===== config.mk =====
export PLATFORM = sky130hd
export DESIGN_NAME = rss_top
export DESIGN_NICKNAME = d
export VERILOG_FILES = /design/src/rss_pkg.sv /design/src/rss_top.sv
export SDC_FILE = /design/constraint.sdc
export NUM_CORES = 1
export LEC_CHECK = 0
export BUFFER_PORTS_ARGS = -buffer_cell sky130_fd_sc_hd__buf_2
export CORE_MARGIN = 2
export CORE_UTILIZATION = 50
export DETAILED_ROUTE_END_ITERATION = 10
export PLACE_DENSITY = 0.76
export SLEW_MARGIN = 10
export SYNTH_ARGS = -nofsm -noshare
export SYNTH_HDL_FRONTEND = slang
export SYNTH_SLANG_ARGS = --single-unit
export TNS_END_PERCENT = 1

===== constraint.sdc =====
create_clock -name pclk -period 3.4 [get_ports pclk]
set_clock_uncertainty 0.15 [all_clocks]
set_input_delay 0.34 -clock pclk [delete_from_list [all_inputs] [get_ports pclk]]
set_output_delay 0.34 -clock pclk [all_outputs]
set_load 0.03 [all_outputs]

===== src/rss_pkg.sv =====
// constants and types of the reset source sequencer
// assumes a 100 MHz pclk standing in for the slow rc clock
package rss_pkg;
  // ********************************
  // timing
  // ********************************
  localparam int CLK_MHZ = 100;
  localparam int BIAS_US = 10;
  localparam int BIAS_CYC = BIAS_US * CLK_MHZ;
  localparam int POWER_UP_TIMER_A_MS = 4;
  localparam int POWER_UP_TIMER_B_MS = 16;
  localparam int POWER_UP_TIMER_C_MS = 64;
  localparam int GUARD_US = 100;
  localparam int FILT_NS = 200;
  localparam int FILT_CYC = (FILT_NS * CLK_MHZ) / 1000;
  localparam int CNT_W = 23;
  localparam logic [1:0] Q1_PH = 2'h3;
  localparam logic [2:0] OST_BLANK = 3'h4;
  // ********************************
  // register map
  // ********************************
  localparam logic [11:0] CAUSE_ADDR = 12'h000;
  localparam logic [11:0] CFG_ADDR = 12'h004;
  localparam logic [11:0] OSC_ADDR = 12'h008;
  localparam int C_POR = 0;
  localparam int C_BOR = 1;
  localparam int C_IDLE = 2;
  localparam int C_SLEEP = 3;
  localparam int C_WDTO = 4;
  localparam int C_SWR = 6;
  localparam int C_EXTR = 7;
  localparam int C_IOP = 14;
  localparam int C_TRAP = 15;
  localparam logic [15:0] CAUSE_MASK = 16'hC0DF;
  localparam logic [15:0] CAUSE_RST = 16'h0003;
  localparam int F_POWER_UP_TIMER = 0;
  localparam int F_CLOCK_FAIL_MONITOR = 2;
  localparam int F_BOREN = 3;
  localparam int F_BORSEL = 4;
  localparam int F_OSCGRP = 6;
  localparam int F_XTAL = 9;
  localparam int F_PLL = 10;
  localparam logic [15:0] CFG_MASK = 16'h07FF;
  localparam logic [15:0] CFG_RST = 16'h004A;
  localparam logic [2:0] FAST_RC_GRP = 3'h1;
  localparam logic [2:0] LOW_POWER_RC_CLOCK_GRP = 3'h2;
  // synchroniser bit positions
  localparam int SY_PIN = 0;
  localparam int SY_BOR = 1;
  localparam int SY_OSC = 4;
  localparam int SY_OST = 5;
  localparam int SY_LOCK = 6;
  localparam int SY_CLK = 7;
  // ********************************
  // types
  // ********************************
  typedef enum logic [3:0] {
    ST_BIAS = 4'h1,
    ST_DELAY = 4'h2,
    ST_SYNC = 4'h4,
    ST_RUN = 4'h8
  } rss_state_t;
  typedef struct packed {
    rss_state_t state;
    logic [CNT_W-1:0] cnt;
    logic [1:0] phase;
    logic [7:0] s1;
    logic [7:0] s2;
    logic [4:0] filt;
    logic ext_ff;
    logic bor_ff;
    logic cold;
    logic [15:0] cause;
    logic [15:0] cfg;
    logic [2:0] clk_src;
    logic cf;
    logic rst;
    logic hold_clk;
    logic trap;
    logic wake;
    logic ost_go;
    logic [2:0] ost_blank;
    logic low_power_rc_clock;
    logic pready;
    logic pslverr;
    logic [31:0] prdata;
  } rss_regs_t;
endpackage : rss_pkg


===== src/rss_top.sv =====
// reset source sequencer: reset causes, power-up delays, q1 release
// assumes apb master on pclk; pins and analog flags are asynchronous
//
// Implementation choices: the APB interface to the registers and the register offsets.
module rss_top #(
  parameter int POWER_UP_TIMER_A_CYC = rss_pkg::POWER_UP_TIMER_A_MS * 1000 * rss_pkg::CLK_MHZ,
  parameter int POWER_UP_TIMER_B_CYC = rss_pkg::POWER_UP_TIMER_B_MS * 1000 * rss_pkg::CLK_MHZ,
  parameter int POWER_UP_TIMER_C_CYC = rss_pkg::POWER_UP_TIMER_C_MS * 1000 * rss_pkg::CLK_MHZ,
  parameter int GUARD_CYC = rss_pkg::GUARD_US * rss_pkg::CLK_MHZ
) (
  input wire logic pclk,
  input wire logic presetn,
  input wire logic psel,
  input wire logic penable,
  input wire logic pwrite,
  input wire logic [11:0] paddr,
  input wire logic [31:0] pwdata,
  output logic [31:0] prdata,
  output logic pready,
  output logic pslverr,
  input wire logic ext_reset_pin_n_i,
  output logic ext_reset_pin_n_o,
  output logic ext_reset_pin_n_oe,
  input wire logic [2:0] bor_below,
  input wire logic osc_running,
  input wire logic ost_expired,
  input wire logic pll_lock,
  input wire logic sys_clk_ok,
  input wire logic sw_reset_req,
  input wire logic trap_lockup,
  input wire logic illegal_op,
  input wire logic wdt_timeout,
  input wire logic wdt_en,
  input wire logic cpu_sleep,
  input wire logic cpu_idle,
  output logic system_reset_line,
  output logic [2:0] clk_src_sel,
  output logic clock_fail_trap,
  output logic clk_hold,
  output logic ost_start,
  output logic wdt_wakeup,
  output logic low_power_rc_clock_run
);
  // ********************************
  // state
  // ********************************
  localparam int CW = rss_pkg::CNT_W;
  localparam logic [CW-1:0] BIAS_CNT = CW'(rss_pkg::BIAS_CYC);
  localparam logic [4:0] FILT_CNT = 5'(rss_pkg::FILT_CYC);
  localparam rss_pkg::rss_regs_t RST_VAL = '{
    state: rss_pkg::ST_BIAS, cnt: '0, phase: '0, s1: 8'hF1, s2: 8'hF1, filt: '0,
    ext_ff: 1'b0, bor_ff: 1'b0, cold: 1'b1, cause: rss_pkg::CAUSE_RST, cfg: rss_pkg::CFG_RST,
    clk_src: rss_pkg::CFG_RST[rss_pkg::F_OSCGRP+:3], cf: 1'b0, rst: 1'b1, hold_clk: 1'b0,
    trap: 1'b0, wake: 1'b0, ost_go: 1'b0, ost_blank: '0, low_power_rc_clock: 1'b1, pready: 1'b0, pslverr: 1'b0, prdata: '0};
  rss_pkg::rss_regs_t r_ff;
  rss_pkg::rss_regs_t nxt_r;
  logic ext_lvl;
  logic bor_lvl;
  logic hold_any;
  logic wdt_rst;
  logic wdt_wake;

  function automatic logic [CW-1:0] dly_cyc(input logic [1:0] sel, input logic xtal);
    case (sel)
      2'h1: dly_cyc = CW'(POWER_UP_TIMER_A_CYC);
      2'h2: dly_cyc = CW'(POWER_UP_TIMER_B_CYC);
      2'h3: dly_cyc = CW'(POWER_UP_TIMER_C_CYC);
      default: dly_cyc = xtal ? CW'(GUARD_CYC) : '0;
    endcase
  endfunction : dly_cyc

  // ********************************
  // next state
  // ********************************
  always_comb begin
    logic [CW-1:0] dly;
    logic [1:0] bsel;
    logic q1;
    logic fail;
    dly = dly_cyc(r_ff.cfg[rss_pkg::F_POWER_UP_TIMER+:2], r_ff.cfg[rss_pkg::F_XTAL]);
    bsel = r_ff.cfg[rss_pkg::F_BORSEL+:2];
    q1 = (r_ff.phase == rss_pkg::Q1_PH);
    fail = !r_ff.s2[rss_pkg::SY_OSC] || (r_ff.cfg[rss_pkg::F_XTAL] && !r_ff.s2[rss_pkg::SY_OST])
      || (r_ff.cfg[rss_pkg::F_PLL] && !r_ff.s2[rss_pkg::SY_LOCK]);
    nxt_r = r_ff;
    nxt_r.s1 = {sys_clk_ok, pll_lock, ost_expired, osc_running, bor_below, ext_reset_pin_n_i};
    nxt_r.s2 = r_ff.s1;
    nxt_r.phase = r_ff.phase + 2'h1;
    nxt_r.trap = 1'b0;
    nxt_r.wake = 1'b0;
    nxt_r.ost_go = 1'b0;
    // pin filter: low must persist before it counts
    if (r_ff.s2[rss_pkg::SY_PIN]) begin
      nxt_r.filt = '0;
    end else if (r_ff.filt != FILT_CNT) begin
      nxt_r.filt = r_ff.filt + 5'h1;
    end
    ext_lvl = (r_ff.filt == FILT_CNT);
    // threshold 3 folds onto the highest one
    if (bsel == 2'h3) begin
      bsel = 2'h2;
    end
    bor_lvl = r_ff.cfg[rss_pkg::F_BOREN] && r_ff.s2[rss_pkg::SY_BOR + int'(bsel)];
    nxt_r.ext_ff = ext_lvl;
    nxt_r.bor_ff = bor_lvl;
    wdt_rst = wdt_timeout && !cpu_sleep;
    wdt_wake = wdt_timeout && cpu_sleep;
    hold_any = bor_lvl || ext_lvl || sw_reset_req || trap_lockup || illegal_op || wdt_rst;
    // apb slave: one wait state, registered answer
    if (psel && penable && !r_ff.pready) begin
      nxt_r.pready = 1'b1;
      nxt_r.pslverr = 1'b0;
      case (paddr)
        rss_pkg::CAUSE_ADDR: nxt_r.prdata = {16'h0000, r_ff.cause};
        rss_pkg::CFG_ADDR: nxt_r.prdata = {16'h0000, r_ff.cfg};
        rss_pkg::OSC_ADDR: nxt_r.prdata = 32'({r_ff.clk_src, 6'h00, r_ff.s2[rss_pkg::SY_LOCK], 1'b0,
          r_ff.cf, 3'h0});
        default: begin
          nxt_r.prdata = '0;
          nxt_r.pslverr = 1'b1;
        end
      endcase
    end else begin
      nxt_r.pready = 1'b0;
      nxt_r.pslverr = 1'b0;
      nxt_r.prdata = '0;
    end
    if (psel && penable && r_ff.pready && pwrite) begin
      if (paddr == rss_pkg::CAUSE_ADDR) begin
        nxt_r.cause = pwdata[15:0] & rss_pkg::CAUSE_MASK;
      end
      if (paddr == rss_pkg::CFG_ADDR) begin
        nxt_r.cfg = pwdata[15:0] & rss_pkg::CFG_MASK;
      end
    end
    // blank the stale expired level while the start pulse crosses over
    if (r_ff.ost_blank != 3'h0) begin
      nxt_r.ost_blank = r_ff.ost_blank - 3'h1;
    end
    // clock hold ends on start-up timer and pll lock
    if (r_ff.hold_clk && r_ff.ost_blank == 3'h0 && r_ff.s2[rss_pkg::SY_OST]
        && (!r_ff.cfg[rss_pkg::F_PLL] || r_ff.s2[rss_pkg::SY_LOCK])) begin
      nxt_r.hold_clk = 1'b0;
    end
    // cause flags, hardware set wins over software write
    if (ext_lvl && !r_ff.ext_ff) begin
      nxt_r.cause[rss_pkg::C_EXTR] = 1'b1;
      nxt_r.cause[rss_pkg::C_WDTO] = 1'b0;
      nxt_r.cause[rss_pkg::C_SLEEP] = cpu_sleep;
      nxt_r.cause[rss_pkg::C_IDLE] = cpu_idle;
      if (!cpu_sleep && !cpu_idle) begin
        nxt_r.cause[rss_pkg::C_SWR] = 1'b0;
      end
    end
    if (sw_reset_req) begin
      nxt_r.cause[rss_pkg::C_EXTR] = 1'b0;
      nxt_r.cause[rss_pkg::C_SWR] = 1'b1;
      nxt_r.cause[rss_pkg::C_WDTO] = 1'b0;
      nxt_r.cause[rss_pkg::C_IDLE] = 1'b0;
      nxt_r.cause[rss_pkg::C_SLEEP] = 1'b0;
    end
    if (wdt_rst) begin
      nxt_r.cause[rss_pkg::C_EXTR] = 1'b0;
      nxt_r.cause[rss_pkg::C_SWR] = 1'b0;
      nxt_r.cause[rss_pkg::C_WDTO] = 1'b1;
      nxt_r.cause[rss_pkg::C_IDLE] = 1'b0;
      nxt_r.cause[rss_pkg::C_SLEEP] = 1'b0;
    end
    if (wdt_wake) begin
      nxt_r.cause[rss_pkg::C_WDTO] = 1'b1;
      nxt_r.cause[rss_pkg::C_SLEEP] = 1'b1;
      nxt_r.wake = 1'b1;
    end
    if (trap_lockup) begin
      nxt_r.cause[rss_pkg::C_TRAP] = 1'b1;
    end
    if (illegal_op) begin
      nxt_r.cause[rss_pkg::C_IOP] = 1'b1;
    end
    if (bor_lvl && !r_ff.bor_ff) begin
      nxt_r.cause[rss_pkg::C_POR] = 1'b0;
      nxt_r.cause[rss_pkg::C_BOR] = 1'b1;
      nxt_r.clk_src = r_ff.cfg[rss_pkg::F_OSCGRP+:3];
      nxt_r.cf = 1'b0;
      nxt_r.cold = 1'b1;
      nxt_r.low_power_rc_clock = 1'b1;
      if (r_ff.cfg[rss_pkg::F_XTAL]) begin
        nxt_r.hold_clk = 1'b1;
        nxt_r.ost_go = 1'b1;
        nxt_r.ost_blank = rss_pkg::OST_BLANK;
      end
    end
    // ********************************
    // sequencer
    // ********************************
    case (r_ff.state)
      rss_pkg::ST_BIAS: begin
        if (r_ff.cnt == BIAS_CNT - CW'(1)) begin
          nxt_r.cnt = '0;
          if (r_ff.cold && dly != '0) begin
            nxt_r.state = rss_pkg::ST_DELAY;
          end else begin
            nxt_r.state = rss_pkg::ST_SYNC;
          end
        end else begin
          nxt_r.cnt = r_ff.cnt + CW'(1);
        end
      end
      rss_pkg::ST_DELAY: begin
        if (r_ff.cnt == dly - CW'(1)) begin
          nxt_r.cnt = '0;
          nxt_r.state = rss_pkg::ST_SYNC;
        end else begin
          nxt_r.cnt = r_ff.cnt + CW'(1);
        end
      end
      rss_pkg::ST_SYNC: begin
        if (q1 && (r_ff.cfg[rss_pkg::F_CLOCK_FAIL_MONITOR] || r_ff.s2[rss_pkg::SY_CLK])) begin
          nxt_r.state = rss_pkg::ST_RUN;
          nxt_r.rst = 1'b0;
          nxt_r.cold = 1'b0;
          nxt_r.low_power_rc_clock = r_ff.cfg[rss_pkg::F_CLOCK_FAIL_MONITOR] || wdt_en || (r_ff.clk_src == rss_pkg::LOW_POWER_RC_CLOCK_GRP);
          if (r_ff.cfg[rss_pkg::F_CLOCK_FAIL_MONITOR] && fail && !hold_any) begin
            nxt_r.trap = 1'b1;
            nxt_r.clk_src = rss_pkg::FAST_RC_GRP;
            nxt_r.cf = 1'b1;
          end
        end
      end
      rss_pkg::ST_RUN: begin
        nxt_r.cnt = '0;
      end
      default: begin
        nxt_r.state = rss_pkg::ST_BIAS;
        nxt_r.cnt = '0;
      end
    endcase
    if (hold_any) begin
      nxt_r.state = rss_pkg::ST_BIAS;
      nxt_r.cnt = '0;
      nxt_r.rst = 1'b1;
    end
  end

  // power-on reset loads every field
  always_ff @(posedge pclk or negedge presetn) begin
    if (!presetn) begin
      r_ff <= RST_VAL;
    end else begin
      r_ff <= nxt_r;
    end
  end

  // ********************************
  // outputs
  // ********************************
  assign prdata = r_ff.prdata;
  assign pready = r_ff.pready;
  assign pslverr = r_ff.pslverr;
  assign ext_reset_pin_n_o = 1'b1;
  assign ext_reset_pin_n_oe = 1'b0;
  assign system_reset_line = r_ff.rst;
  assign clk_src_sel = r_ff.clk_src;
  assign clock_fail_trap = r_ff.trap;
  assign clk_hold = r_ff.hold_clk;
  assign ost_start = r_ff.ost_go;
  assign wdt_wakeup = r_ff.wake;
  assign low_power_rc_clock_run = r_ff.low_power_rc_clock;
endmodule : rss_top


* Word-level counts from Yosys, hierarchy flattened
Index checks and enable logic that the tools add are counted.
** Word-level totals
- Register bits after elaboration :: 120
- Logic and storage cells :: 176
** Operators by class
- $add $sub $neg :: 6
- Magnitude comparators :: 1
- Equal/unequal tests :: 21
- Multiplexer cells :: 54
- Reductions and logical operators :: 66
** Operator list (number)
- $pmux W23 S3 :: 2
- $pmux W16 S3 :: 1
- $mux W23 :: 2
- $mux W34 :: 1
- $mux W32 :: 1
- $mux W27 :: 1
- $mux W5 :: 5
- $mux W4 :: 6
- $add A23 B1 Y23 const B :: 1
- $eq A23 B10 Y1 const B :: 1
- $eq A23 B23 Y1 :: 1
- $reduce_bool A23 Y1 :: 1
- $sub A23 B1 Y23 const B :: 1
- $logic_and A1 B1 Y1 :: 19
- $mux W1 :: 19
- $reduce_bool A2 Y1 :: 9
- $mux W16 :: 1
- $pmux W4 S4 :: 1
- $mux W3 :: 5
- $mux W14 :: 1
- $reduce_and A2 Y1 :: 7
- $eq A12 B3 Y1 const B :: 1
- $eq A12 B4 Y1 const B :: 1
- $logic_not A12 Y1 :: 1
- 27 further kinds :: 59

* Depth between registers and ports, before layout
Gate-level depths: netlist of run 1.
- Depth after elaboration :: 18
- Gate-level depth with buffers :: 13
- Depth with buffers taken out :: 10

* Worst setup path after synthesis of run 1
No wires, ideal clock.
- Path kind :: reg-to-reg
- Start :: register r_ff[48] in the netlist's numbering
- End :: register r_ff[109] in the netlist's numbering
- Setup time :: 0.130 ns
- Arrival :: 2.840 ns
- Required time :: 3.120 ns
- Path slack :: 0.280 ns
- Cell stages (with the launch flop) :: 13
- Path buffers :: 2
- Period minus slack after synthesis :: 3.120 ns
- Path through :: dfstp_2 inv_1 ha_1 buf_2 nor4bb_1 a211oi_1 or4_1 a211o_1 nor4_4 o21ai_2 buf_6 a31oi_1 mux2i_1
** Between the ends
- Longest elaborated chain between the ends :: 7
- Elaborated cells on any way between the ends :: 9
- Those cells by class :: 1 x add/sub; 4 x eq/ne; 4 x mux
** RTL lines
- start, declared :: RTL line rss_top.sv:55 : rss_pkg::rss_regs_t r_ff;
- start signal, assigned :: RTL line rss_top.sv:250 : r_ff <= nxt_r;
- $eq A2 B2 Y1 / $eq A2 B1 Y1 (equally long branches) :: RTL line rss_top.sv:64 : case (sel)
- $pmux W23 S3 (*) :: RTL line rss_top.sv:64
- $sub A23 B1 Y23 (*) :: RTL line rss_top.sv:210 : if (r_ff.cnt == dly - CW'(1)) begin
- $eq A23 B23 Y1 (*) :: RTL line rss_top.sv:210
- $mux W23 (*) :: RTL line rss_top.sv:210
- $pmux W23 S3 (*) :: RTL line rss_top.sv:196 : case (r_ff.state)
- $mux W27 (*) :: RTL line rss_top.sv:238 : if (hold_any) begin
Mark *: on every way between the ends. The rest lies on a longest branch, timed or not.
A chain may end at the register's enable or synchronous reset.

* Worst setup path in the final report of run 1
Ends and elaborated chain as after synthesis.

==> metrics.md, run 1 <==
| Metric | Value |
|---|---|
| Status | finished clean |
| Diodes inserted | 0 |
| Wire per inst | 15.46 um |
| Setup crit end kind | register |
| Num Clock Sinks | roughly 100 |
| DRC | 0 |
| Syn Inst Count | roughly 580 |
| Number of flops mapped to enable cells by yosys | 0 |
| Most frequent cells in the layout | 83 x dfrtp_1, 69 x buf_2, 51 x nor2_1, 46 x nand2_1, 28 x nand3_1 |
| Crit. Startpoint | r_ff[48]$_DFFE_PN1P_ |
| Flop2flop setup slack | 0.21 ns |
| Inserted Clock Buffers | 9 |
| Reg2Reg Launch Point | r_ff[48]$_DFFE_PN1P_ |
| Slew Viols, Final | 0 |
| Worst Tran Pin Value | ~0.70 ns |
| Commonest non-fill, non-tap cell in the layout | dfrtp_1 |
| Synth Flop Type | dfrtp_1 |
| Total power | 0.002192 W |
| Die height | 109.4 um |
| First-pass GRT wire length | 19.75 mm |
| Register area share after synthesis | 46.85% |
| Critical Path End | r_ff[109]$_DFFE_PN0P_ |
| CP Class | register to register |
| Die area | 0.01197 sq mm |
| Fmax | 313.1 MHz |
| Post-CTS Setup Repair Bufs | 0 |
| Critical path fanouts, max | 30 |
| Vias per cell | 5.607 |
| Area growth syn-to-layout | 10.95% |
| Placeable core area | 0.01084 sq mm |
| Worst-path clk slew | 0.11 ns |
| CTS tree | built |
| Maximum VDD drop | 278.4 uV |
| Mapped Area | 0.005555 sq mm |
| Startpoint Class | register |
| Antenna Nets Post-Route | 0 |
| Crit path DAT | 3.30 ns |
| CP required | 3.51 ns |
| Gr usage total | 21.23% |
| Worst Hold Depth | 2 |
| Row cnt | 38 |
| Max-cap violations | 0 |
| Vias | between 4,000 and 5,000 |
| Fin util | about 57% |
| Fin crit share | 93.93% |
| Worst Hold Class | input pin to register |
| RSZ-0062 raised after global routing | yes |
| Lkg Pwr | 2.759 nW |
| Largest net degree at the start of global routing | 53 |
| Port Buffers | 70 |
| Initial antenna violation count | 0 |
| Root buffer cell | clkbuf_8 |
| Average size of a mapped cell | 9.661 sq um |
| Final setup fails | 0 |
| Synth cell types | 59 |
| Number of fill cells | 920 |
| Worst Reg2Reg Path Length in Cells | 12 |
| Relative slew slack | a little over half |
| Layout cells sized above 1 | 21.71% |
| Hpwl dp | 8.338 mm |
| H-tree levels | 3 |
| Pre-antenna DRT Iters | 6 |
| Via count of the first global-routing pass | between 4,000 and 5,000 |
| I/O pins | 109 |
| Total gr overflow | 0 |
| CTS Buffer Depth | 2 |
| R2r endpoint | r_ff[109]$_DFFE_PN0P_ |
| Width of the die | 109.4 um |
| First DRT Iteration DRCs | 249 |
| Final #Nets | 704 |
| Seq cells post-synth | 103 |
| Min Tclk post-route | 3.194 ns |
| Final Hold Violating Endpoints | 0 |
| Synth Warn # | 0 |
| WL final | between 10 and 15 mm |
| Total power divided by cell area | around 360 mW/mm^2 |
| Hold slack | 0.01126 ns |
| GPL Wtd Cong | 0.9011 |
| Clk_lat worst skew | roughly 0.38 ns |
| Initial Util | 51.25% |
| Ys async rst share | 100.0% |
==> worst max-delay path, stage by stage, from the launching register on <==
cell and delay, ns:
dfstp_2 0.59, inv_1 0.11, ha_1 0.23, buf_4 0.20, mux2i_2 0.20, a211o_1 0.33, a211oi_1 0.30, a211oi_2 0.09
nor4_4 0.30, o21ai_2 0.13, buf_12 0.18, a31oi_1 0.17, mux2i_1 0.09
==> synthesized netlist by cell type, drive strengths merged, types with 3 or more instances <==
| cell | number | share of area [%] |
|---|---|---|
| a211o | 4 | 0.63 |
| a211oi | 5 | 0.68 |
| a21o | 4 | 0.54 |
| a21oi | 9 | 0.81 |
| a31oi | 17 | 1.9 |
| and2 | 4 | 0.45 |
| and3 | 10 | 1.1 |
| buf | 46 | 6.1 |
| clkbuf | 22 | 1.5 |
| dfrtp | 83 | 37 |
| dfstp | 20 | 9.5 |
| ha | 13 | 2.9 |
| inv | 25 | 1.7 |
| mux2 | 9 | 1.8 |
| mux2i | 27 | 4.9 |
| nand2 | 47 | 3.2 |
| nand2b | 16 | 1.8 |
| nand3 | 28 | 2.5 |
| nand4 | 13 | 1.5 |
| nand4b | 4 | 0.63 |
| nor2 | 51 | 3.4 |
| nor2b | 7 | 0.79 |
| nor3 | 13 | 1.2 |
| nor3b | 3 | 0.61 |
| nor4 | 6 | 0.95 |
| nor4bb | 3 | 0.54 |
| o2111ai | 3 | 0.47 |
| o211ai | 4 | 0.54 |
| o21ai | 22 | 2.0 |
| o22ai | 4 | 0.45 |
| o311ai | 6 | 0.95 |
| or2 | 5 | 0.56 |
| or3 | 7 | 0.79 |
| xnor2 | 6 | 0.95 |
| xor2 | 7 | 1.1 |
==> per-layer routing <==
| metal | global-route usage [%] | routed length (um) |
|---|---|---|
| met4 | 5.335 | 179 |
| met3 | 5.987 | 633 |
| met1 | 27.67 | 5203 |
| met5 | 0 | 0 |
| met2 | 35.01 | 5901 |
==> timing repair <==
action                     CTS  global route
resized for setup            0             4
setup endpoints to repair    0            23
hold buffers                 9             2
hold endpoints to repair    50             2
==> kinds of logic after synthesis <==
group / synth area share (%)
AND/OR/NAND/NOR: 20.77
flip-flops: 46.85
AO/OA/AOI/OAI: 11.35
buffers and inverters: 9.234
multiplexers: 6.689
adder cells (fa/ha/maj): 2.928
XOR/XNOR: 2.050
other: 0.1352
==> worst min path at each step <==
| stage | start | to | slack (ns) |
|---|---|---|---|
| 2_1_floorplan | presetn | clk_hold$_DFF_PN0_ | -0.11 |
| 3_3_place_gp | nxt_r[89]$_DFF_PN0_ | r_ff[89]$_DFF_PN0_ | 0.18 |
| 3_5_place_dp | nxt_r[89]$_DFF_PN0_ | r_ff[89]$_DFF_PN0_ | 0.19 |
| 4_1_cts | illegal_op | r_ff[77]$_DFFE_PN0P_ | 0.0008 |
| 5_1_grt | trap_lockup | r_ff[78]$_DFFE_PN0P_ | 0.003 |
| 6_report | trap_lockup | r_ff[78]$_DFFE_PN0P_ | 0.01 |
==> area by class of cell <==
| class | count | area, sq um | area share (%) |
|---|---|---|---|
| clock inverter | 6 | 75.07 | 1.218 |
| timing repair buffer | 92 | 570.5 | 9.257 |
| sequential | 103 | 2603 | 42.23 |
| tap | 140 | 175.2 | 2.842 |
| multi-input combinational | 396 | 2522 | 40.93 |
| clock buffer | 9 | 123.9 | 2.010 |
| inverter | 25 | 93.84 | 1.523 |
==> power by group <==
| group | internal (W) | leakage, nW | switching (W) |
|---|---|---|---|
| Sequential | 0.00125 | 1.31 | 0.0000103 |
| Clock | 0.000349 | 0.0986 | 0.000441 |
| Combinational | 0.0000470 | 1.35 | 0.0000959 |
| Total | 0.00164 | 2.76 | 0.000548 |
==> flip-flops by register name (all words and copies together), names as in the netlist <==
register,count
low_power_rc_clock_run,1
clk_hold,1
ost_start,1
wdt_wakeup,1
pslverr,1
clk_src_sel,3
clock_fail_trap,1
nxt_r,8
pready,1
r_ff,69
system_reset_line,1
prdata,15
==> per-stage QoR <==
stage          cell area [sq um]  worst slack (ns)    TNS, ns  std cells
3_3_place_gp                5838            0.1779          0        745
2_1_floorplan               5619            0.2797          0        592
6_report                    6163            0.2062          0        771
3_5_place_dp                5838            0.1051          0        745
4_1_cts                     6127           0.09445          0        769
5_1_grt                     6163         -0.001548  -0.001548        771
No activity file was read; power rests on OpenSTA's default activity.
==> run 2, diff against run 1 <==
Settings changed: CORE_UTILIZATION 50 to 56, MAX_ROUTING_LAYER set to met4, PLACE_DENSITY 0.76 to 0.81.
Clock period 3.4 ns to 3.1 ns, I/O delays scaled along.
==> metrics.md, run 2 (same netlist as run 1, synthesis figures left out) <==
| Metric | Value |
|---|---|
| Max-cap violations | 0 (unchanged) |
| WL final | 13.45 mm (+13%) |
| Crit path DAT | 3.39 ns (+0.09 ns) |
| Finished Layout Cells | 784 (+1.7%) |
| Final setup fails | 24 (+24) |
| Post-route cell area | 0.006514 sq mm (+5.7%) |
| First DRT Iteration DRCs | 357 (+43%) |
| Reg2Reg Launch Point | r_ff[48]$_DFFE_PN1P_ |
| Critical path fanouts, max | 12 (-60%) |
| Worst Hold Class | input pin to register |
| Startpoint Class | register |
| Port Buffers | 70 (unchanged) |
| CP required | 3.22 ns (-0.29 ns) |
| Status | finished with violations |
| Width of the die | 103.6 um (-5.3%) |
| Hold Path End | r_ff[55]$_DFFE_PN0P_ |
| Worst Tran Pin Value | 0.7415 ns (+0.04110 ns) |
| Gr usage total | 25.28% (+4.1 points) |
| Worst Setup Slack, final | -0.1686 ns (-0.3749 ns) |
| Worst-path clk slew | 0.11 ns (about the same) |
| Total negative slack | -2.740 ns (-2.740 ns) |
| I/O pins | 109 (unchanged) |
| Crit path cell chain | inv_4, ha_2, buf_4, nor2b_2, o2111ai_1, mux2i_1, a211o_1, nor4_4, o21ai_4, buf_6, a31oi_1, o22ai_1 |
| Fmax | 305.9 MHz (-2.3%) |
| DRC | 0 (unchanged) |
| Top reg by flops | r_ff |
| Min-delay src | pwdata[8] |
| Vias | 4,629 (+7.1%) |
| Min Tclk post-route | 3.269 ns (+0.07486 ns) |
| Placeable core area | 0.009684 sq mm (-11%) |
| CTS Buffer Depth | 2 (unchanged) |
| Initial Util | 57.36% (+6.1 points) |
| GPL Wtd Cong | 0.9233 (+2.5%) |
| Final #Nets | 723 (+2.7%) |
| Layout cells sized above 1 | 26.11% (+4.4 points) |
| Via count of the first global-routing pass | 4,515 (+9.3%) |
| Inserted Clock Buffers | 9 (unchanged) |
| Total power divided by cell area | 375.6 mW/mm^2 (+5.6%) |
| Crit path buffers/inverters | 3 (unchanged) |
| Most frequent cells in the layout | 82 x dfrtp_1, 70 x buf_2, 50 x nor2_1, 46 x nand2_1 |
| Failing checks | negative setup slack |
| Setup crit end kind | register |
| Clk_lat worst skew | 0.39 ns (about the same) |
| Placed Area | 0.005894 sq mm (+0.96%) |
| RSZ-0062 raised after global routing | yes |
| Flop2flop setup slack | -0.17 ns (-0.37 ns) |
| Total power | 0.002446 W (+12%) |
| Top cell family by delay on the critical path | compound AO/OA/AOI/OAI gates |
| Fin crit share | 105.4% (+12 points) |
| R2r endpoint | r_ff[126]$_DFFE_PN0P_ |
| Largest register FFs | 69 (unchanged) |
| Root buffer cell | clkbuf_8 |
| Antenna Nets Post-Route | 0 (unchanged) |
| Lkg Pwr | 2.871 nW (+4.1%) |
| Final Hold Violating Endpoints | 0 (unchanged) |
| First-pass GRT wire length | 21.47 mm (+8.7%) |
| DP Cell Count | 747 (+0.27%) |
| Hpwl dp | 8.776 mm (+5.2%) |
| Worst Hold Depth | 2 (unchanged) |
| Pre-antenna DRT Iters | 6 (unchanged) |
| Commonest non-fill, non-tap cell in the layout | dfrtp_1 |
| Worst stage delay on the critical path | 0.57 ns (-0.02 ns) |
| CP Class | register to register |
| Critical path's slowest cell | dfstp_2 |
| Total gr overflow | 0 (unchanged) |
| Maximum VDD drop | 312.9 uV (+12%) |
| Relative slew slack | 50.38% (-2.8 points) |
| H-tree levels | 3 (unchanged) |
| Wire per inst | 17.16 um (+11%) |
| Worst Reg2Reg Path Length in Cells | 12 (unchanged) |
| Vias per cell | 5.904 (+5.3%) |
| Diodes inserted | 0 (unchanged) |
| Die area | 0.01073 sq mm (-10%) |
| Num Clock Sinks | 103 (unchanged) |
| Die height | 103.6 um (-5.3%) |
| Row cnt | 36 (-5.3%) |
| Area growth syn-to-layout | 17.25% |
| Largest net degree at the start of global routing | 104 (+96%) |
| CTS tree | built |
| Initial antenna violation count | 0 (unchanged) |
| Slew Viols, Final | 0 (unchanged) |
-- run 2: area by class of cell --
class	count	area, sq um
sequential	103	2604
inverter	25	101.3
timing repair buffer	111	759.5
clock inverter	7	96.34
clock buffer	9	123.9
fill	699	3171
multi-input combinational	396	2663
tap	133	166.4
-- run 2: per-stage QoR --
| stage | hold slack (ns) | util [%] | setup slack [ns] |
|---|---|---|---|
| after floorplan | -0.1356 | - | 0.07862 |
| after global placement | 0.1832 | 60.87 | -0.01874 |
| after detailed placement | 0.1871 | 60.87 | -0.1563 |
| after CTS | 0.0008953 | 65.05 | -0.04174 |
| after global routing | -0.0009596 | 67.26 | -0.2697 |
| final | 0.01394 | 67.26 | -0.1686 |
-- run 2: worst reg2reg max path: cells and delay by family, from the launching register on --
family          cells  cell delay, ns
compound gates      5            1.10
mux                 1            0.16
simple gates        2            0.56
flops               1            0.57
buf+inv             3            0.40
fa+ha+maj           1            0.20
-- run 2: worst max-delay path by stage --
| stage | depth (start not counted) | endpoint | startpoint | slack, ns |
|---|---|---|---|---|
| floorplan | 12 | r_ff[109]$_DFFE_PN0P_ | r_ff[48]$_DFFE_PN1P_ | 0.08 |
| finish | 12 | r_ff[126]$_DFFE_PN0P_ | r_ff[48]$_DFFE_PN1P_ | -0.17 |
| detailed placement | 11 | r_ff[115]$_DFFE_PN0P_ | r_ff[48]$_DFFE_PN1P_ | -0.16 |
| global route | 12 | r_ff[126]$_DFFE_PN0P_ | r_ff[48]$_DFFE_PN1P_ | -0.27 |
| CTS | 13 | r_ff[108]$_DFFE_PN0P_ | r_ff[48]$_DFFE_PN1P_ | -0.04 |
| global placement | 11 | r_ff[124]$_DFFE_PN0P_ | r_ff[48]$_DFFE_PN1P_ | -0.02 |
-- run 2: power breakdown --
| group | switching, W | leakage, nW | internal, W |
|---|---|---|---|
| registers | 0.0000120 | 1.31 | 0.00137 |
| clock network | 0.000559 | 0.110 | 0.000341 |
| logic | 0.000108 | 1.45 | 0.0000566 |
-- run 2: per-layer routing --
| layer | share of wire, % | vias to the layer above | GRT usage [%] |
|---|---|---|---|
| met4 | 2.8 | 0 | 7.915 |
| met5 | 0 | - | - |
| li1 | - | 2115 | - |
| met1 | 40 | 2251 | 30.42 |
| met2 | 51 | 225 | 42.76 |
| met3 | 6.7 | 38 | 5.538 |
-- run 2: repair_timing --
| item | in CTS | in global routing |
|---|---|---|
| endpoints found under the setup margin | 19 | 24 |
| pin swaps | 1 | 21 |
| endpoints found under the hold margin | 98 | 0 |
| hold buffers | 17 | 0 |
| gates resized for setup | 4 | 33 |
| cloned | 0 | 2 |
| setup buffers | 0 | 2 |
==> run 3, diff against run 2 <==
Settings changed: HOLD_SLACK_MARGIN set to 0.1.
==> metrics.md, run 3 (same netlist as run 1, synthesis figures left out) <==
| Metric | Value |
|---|---|
| Worst Hold Class | input pin to register |
| Pre-antenna DRT Iters | 5 (-1) |
| GPL Wtd Cong | 0.9233 (unchanged) |
| Top reg by flops | r_ff |
| Final setup fails | 23 (-4.2%) |
| CTS tree | built |
| Relative slew slack | 47.16% (-3.2 points) |
| Maximum VDD drop | 306.7 uV (-2.0%) |
| Crit path DAT | 3.37 ns (-0.02 ns) |
| Fin crit share | 104.9% (-0.56 points) |
| Root buffer cell | clkbuf_8 |
| Setup crit end kind | register |
| Num Clock Sinks | 103 (unchanged) |
| Worst Setup Slack, final | -0.1511 ns (+0.01751 ns) |
| Worst-path clk slew | 0.12 ns (about the same) |
| CP Class | register to register |
| Vias | 4,633 (+0.086%) |
| Crit. Startpoint | r_ff[47]$_DFFE_PN0P_ |
| WL final | 13.80 mm (+2.6%) |
| Slew Viols, Final | 0 (unchanged) |
| Area growth syn-to-layout | 19.95% |
| Lkg Pwr | 2.932 nW (+2.1%) |
| Worst slack at placement | -0.1563 ns (unchanged) |
| DRC | 0 (unchanged) |
| Worst stage delay on the critical path | 0.54 ns (-0.03 ns) |
| R2r endpoint | r_ff[126]$_DFFE_PN0P_ |
| First DRT Iteration DRCs | 351 (-1.7%) |
| Status | finished with violations |
| Wire per inst | 17.27 um (+0.65%) |
| Number of fill cells | 670 (-4.1%) |
| Hpwl dp | 8.776 mm (unchanged) |
| Final Hold Violating Endpoints | 0 (unchanged) |
| WP depth | 12 (unchanged) |
| Placed Area | 0.005894 sq mm (unchanged) |
| CTS Buffer Depth | 2 (unchanged) |
| Placeable core area | 0.009684 sq mm (unchanged) |
| CP required | 3.22 ns (about the same) |
| Commonest non-fill, non-tap cell in the layout | dfrtp_1 |
| Most frequent cells in the layout | 82 x dfrtp_1, 70 x buf_2, 50 x nor2_1, 46 x nand2_1, 32 x dlygate4sd3_1 |
| Fmax | 307.6 MHz (+0.54%) |
| Final #Nets | 738 (+2.1%) |
| Width of the die | 103.6 um (unchanged) |
| Gr usage total | 25.92% (+0.64 points) |
| Antenna Nets Post-Route | 0 (unchanged) |
| H-tree levels | 3 (unchanged) |
| Die height | 103.6 um (unchanged) |
| Initial antenna violation count | 0 (unchanged) |
| I/O pins | 109 (unchanged) |
| Initial Util | 57.36% (unchanged) |
| Flop2flop setup slack | -0.15 ns (+0.02 ns) |
| Top cell family by delay on the critical path | simple AND/OR/NAND/NOR gates |
| Via count of the first global-routing pass | 4,594 (+1.7%) |
| Worst Tran Pin Value | 0.7897 ns (+0.04823 ns) |
| Diodes inserted | 0 (unchanged) |
| Min Tclk post-route | 3.251 ns (-0.01751 ns) |
| Die area | 0.01073 sq mm (unchanged) |
| Reg2Reg Launch Point | r_ff[47]$_DFFE_PN0P_ |
| Total gr overflow | 0 (unchanged) |
| Layout cells sized above 1 | 25.53% (-0.59 points) |
| Crit path buffers/inverters | 3 (unchanged) |
| Max-cap violations | 0 (unchanged) |
| Clk_lat worst skew | 0.39 ns (about the same) |
| First-pass GRT wire length | 21.94 mm (+2.2%) |
| Port Buffers | 70 (unchanged) |
| Failing checks | negative setup slack |
| Crit path cell chain | buf_4, ha_4, buf_12, or2_2, o221ai_1, or4_1, a211o_1, nor4_4, o21ai_4, buf_6, a31oi_1, o22ai_1 |
| Post-route cell area | 0.006664 sq mm (+2.3%) |
| Largest net degree at the start of global routing | 104 (unchanged) |
| Critical Path End | r_ff[126]$_DFFE_PN0P_ |
| Inserted Clock Buffers | 9 (unchanged) |
| Total power divided by cell area | 370.0 mW/mm^2 (-1.5%) |
| Critical path fanouts, max | 18 (+6) |
| RSZ-0062 raised after global routing | yes |
| Row cnt | 36 (unchanged) |
| Critical path's slowest cell | or4_1 |
| Startpoint Class | register |
| Worst Reg2Reg Path Length in Cells | 12 (unchanged) |
| Largest register FFs | 69 (unchanged) |
| Vias per cell | 5.798 (-1.8%) |
## run 3: how the worst min path moves through the flow
stage	endpoint	cells past startpoint	slack (ns)	startpoint
after floorplan	clk_hold$_DFF_PN0_	0	-0.14	presetn
after global placement	r_ff[89]$_DFF_PN0_	0	0.18	nxt_r[89]$_DFF_PN0_
after detailed placement	r_ff[89]$_DFF_PN0_	0	0.19	nxt_r[89]$_DFF_PN0_
after CTS	prdata[13]$_DFF_PN0_	2	0.12	paddr[3]
after global routing	prdata[13]$_DFF_PN0_	2	0.12	paddr[3]
final	prdata[12]$_DFF_PN0_	2	0.13	paddr[3]
## run 3: what timing repair did
action,4_1_cts,5_1_grt
endpoints found under the setup margin,19,24
cloned,0,2
resized for setup,4,33
hold endpoints to repair,114,0
buffers inserted,0,2
hold buffers,32,0
pin swaps,1,21
## run 3: through the flow
stage / utilization (%) / hold WS [ns] / setup TNS (ns) / std cells / total power (W)
final: 68.81 / 0.1293 / -2.340 / 799 / 0.002466
after global routing: 68.81 / 0.1166 / -5.088 / 799 / 0.002560
after CTS: 66.60 / 0.1170 / -0.1492 / 795 / 0.002470
after detailed placement: 60.87 / 0.1871 / -1.179 / 747 / 0.001552
after global placement: 60.87 / 0.1832 / -0.09666 / 747 / 0.001546
after floorplan: - / -0.1356 / 0 / 592 / 0.001495
## run 3: layout make-up
class	count	area, sq um	share of cell area (%)
Clock inverter	7	96.34	1.446
Timing Repair Buffer	126	909.6	13.65
Multi-Input combinational cell	396	2663	39.95
Inverter	25	101.3	1.521
Sequential cell	103	2604	39.07
Tap cell	133	166.4	2.497
Clock buffer	9	123.9	1.859
## run 3: metal layers
layer  track usage (%)  vias up  wire (um)
li1                  -     2144          -
met1             30.75     2261       5591
met2             44.47      199       7156
met3             5.286       29        769
met4             8.494        0        283
met5                 -        -          0
## run 3: report_power, final
group,switching (W),leakage (nW),internal (W)
Clock,0.000562,0.110,0.000341
Sequential,0.0000118,1.31,0.00137
Combinational,0.000112,1.51,0.0000696
Total,0.000686,2.93,0.00178
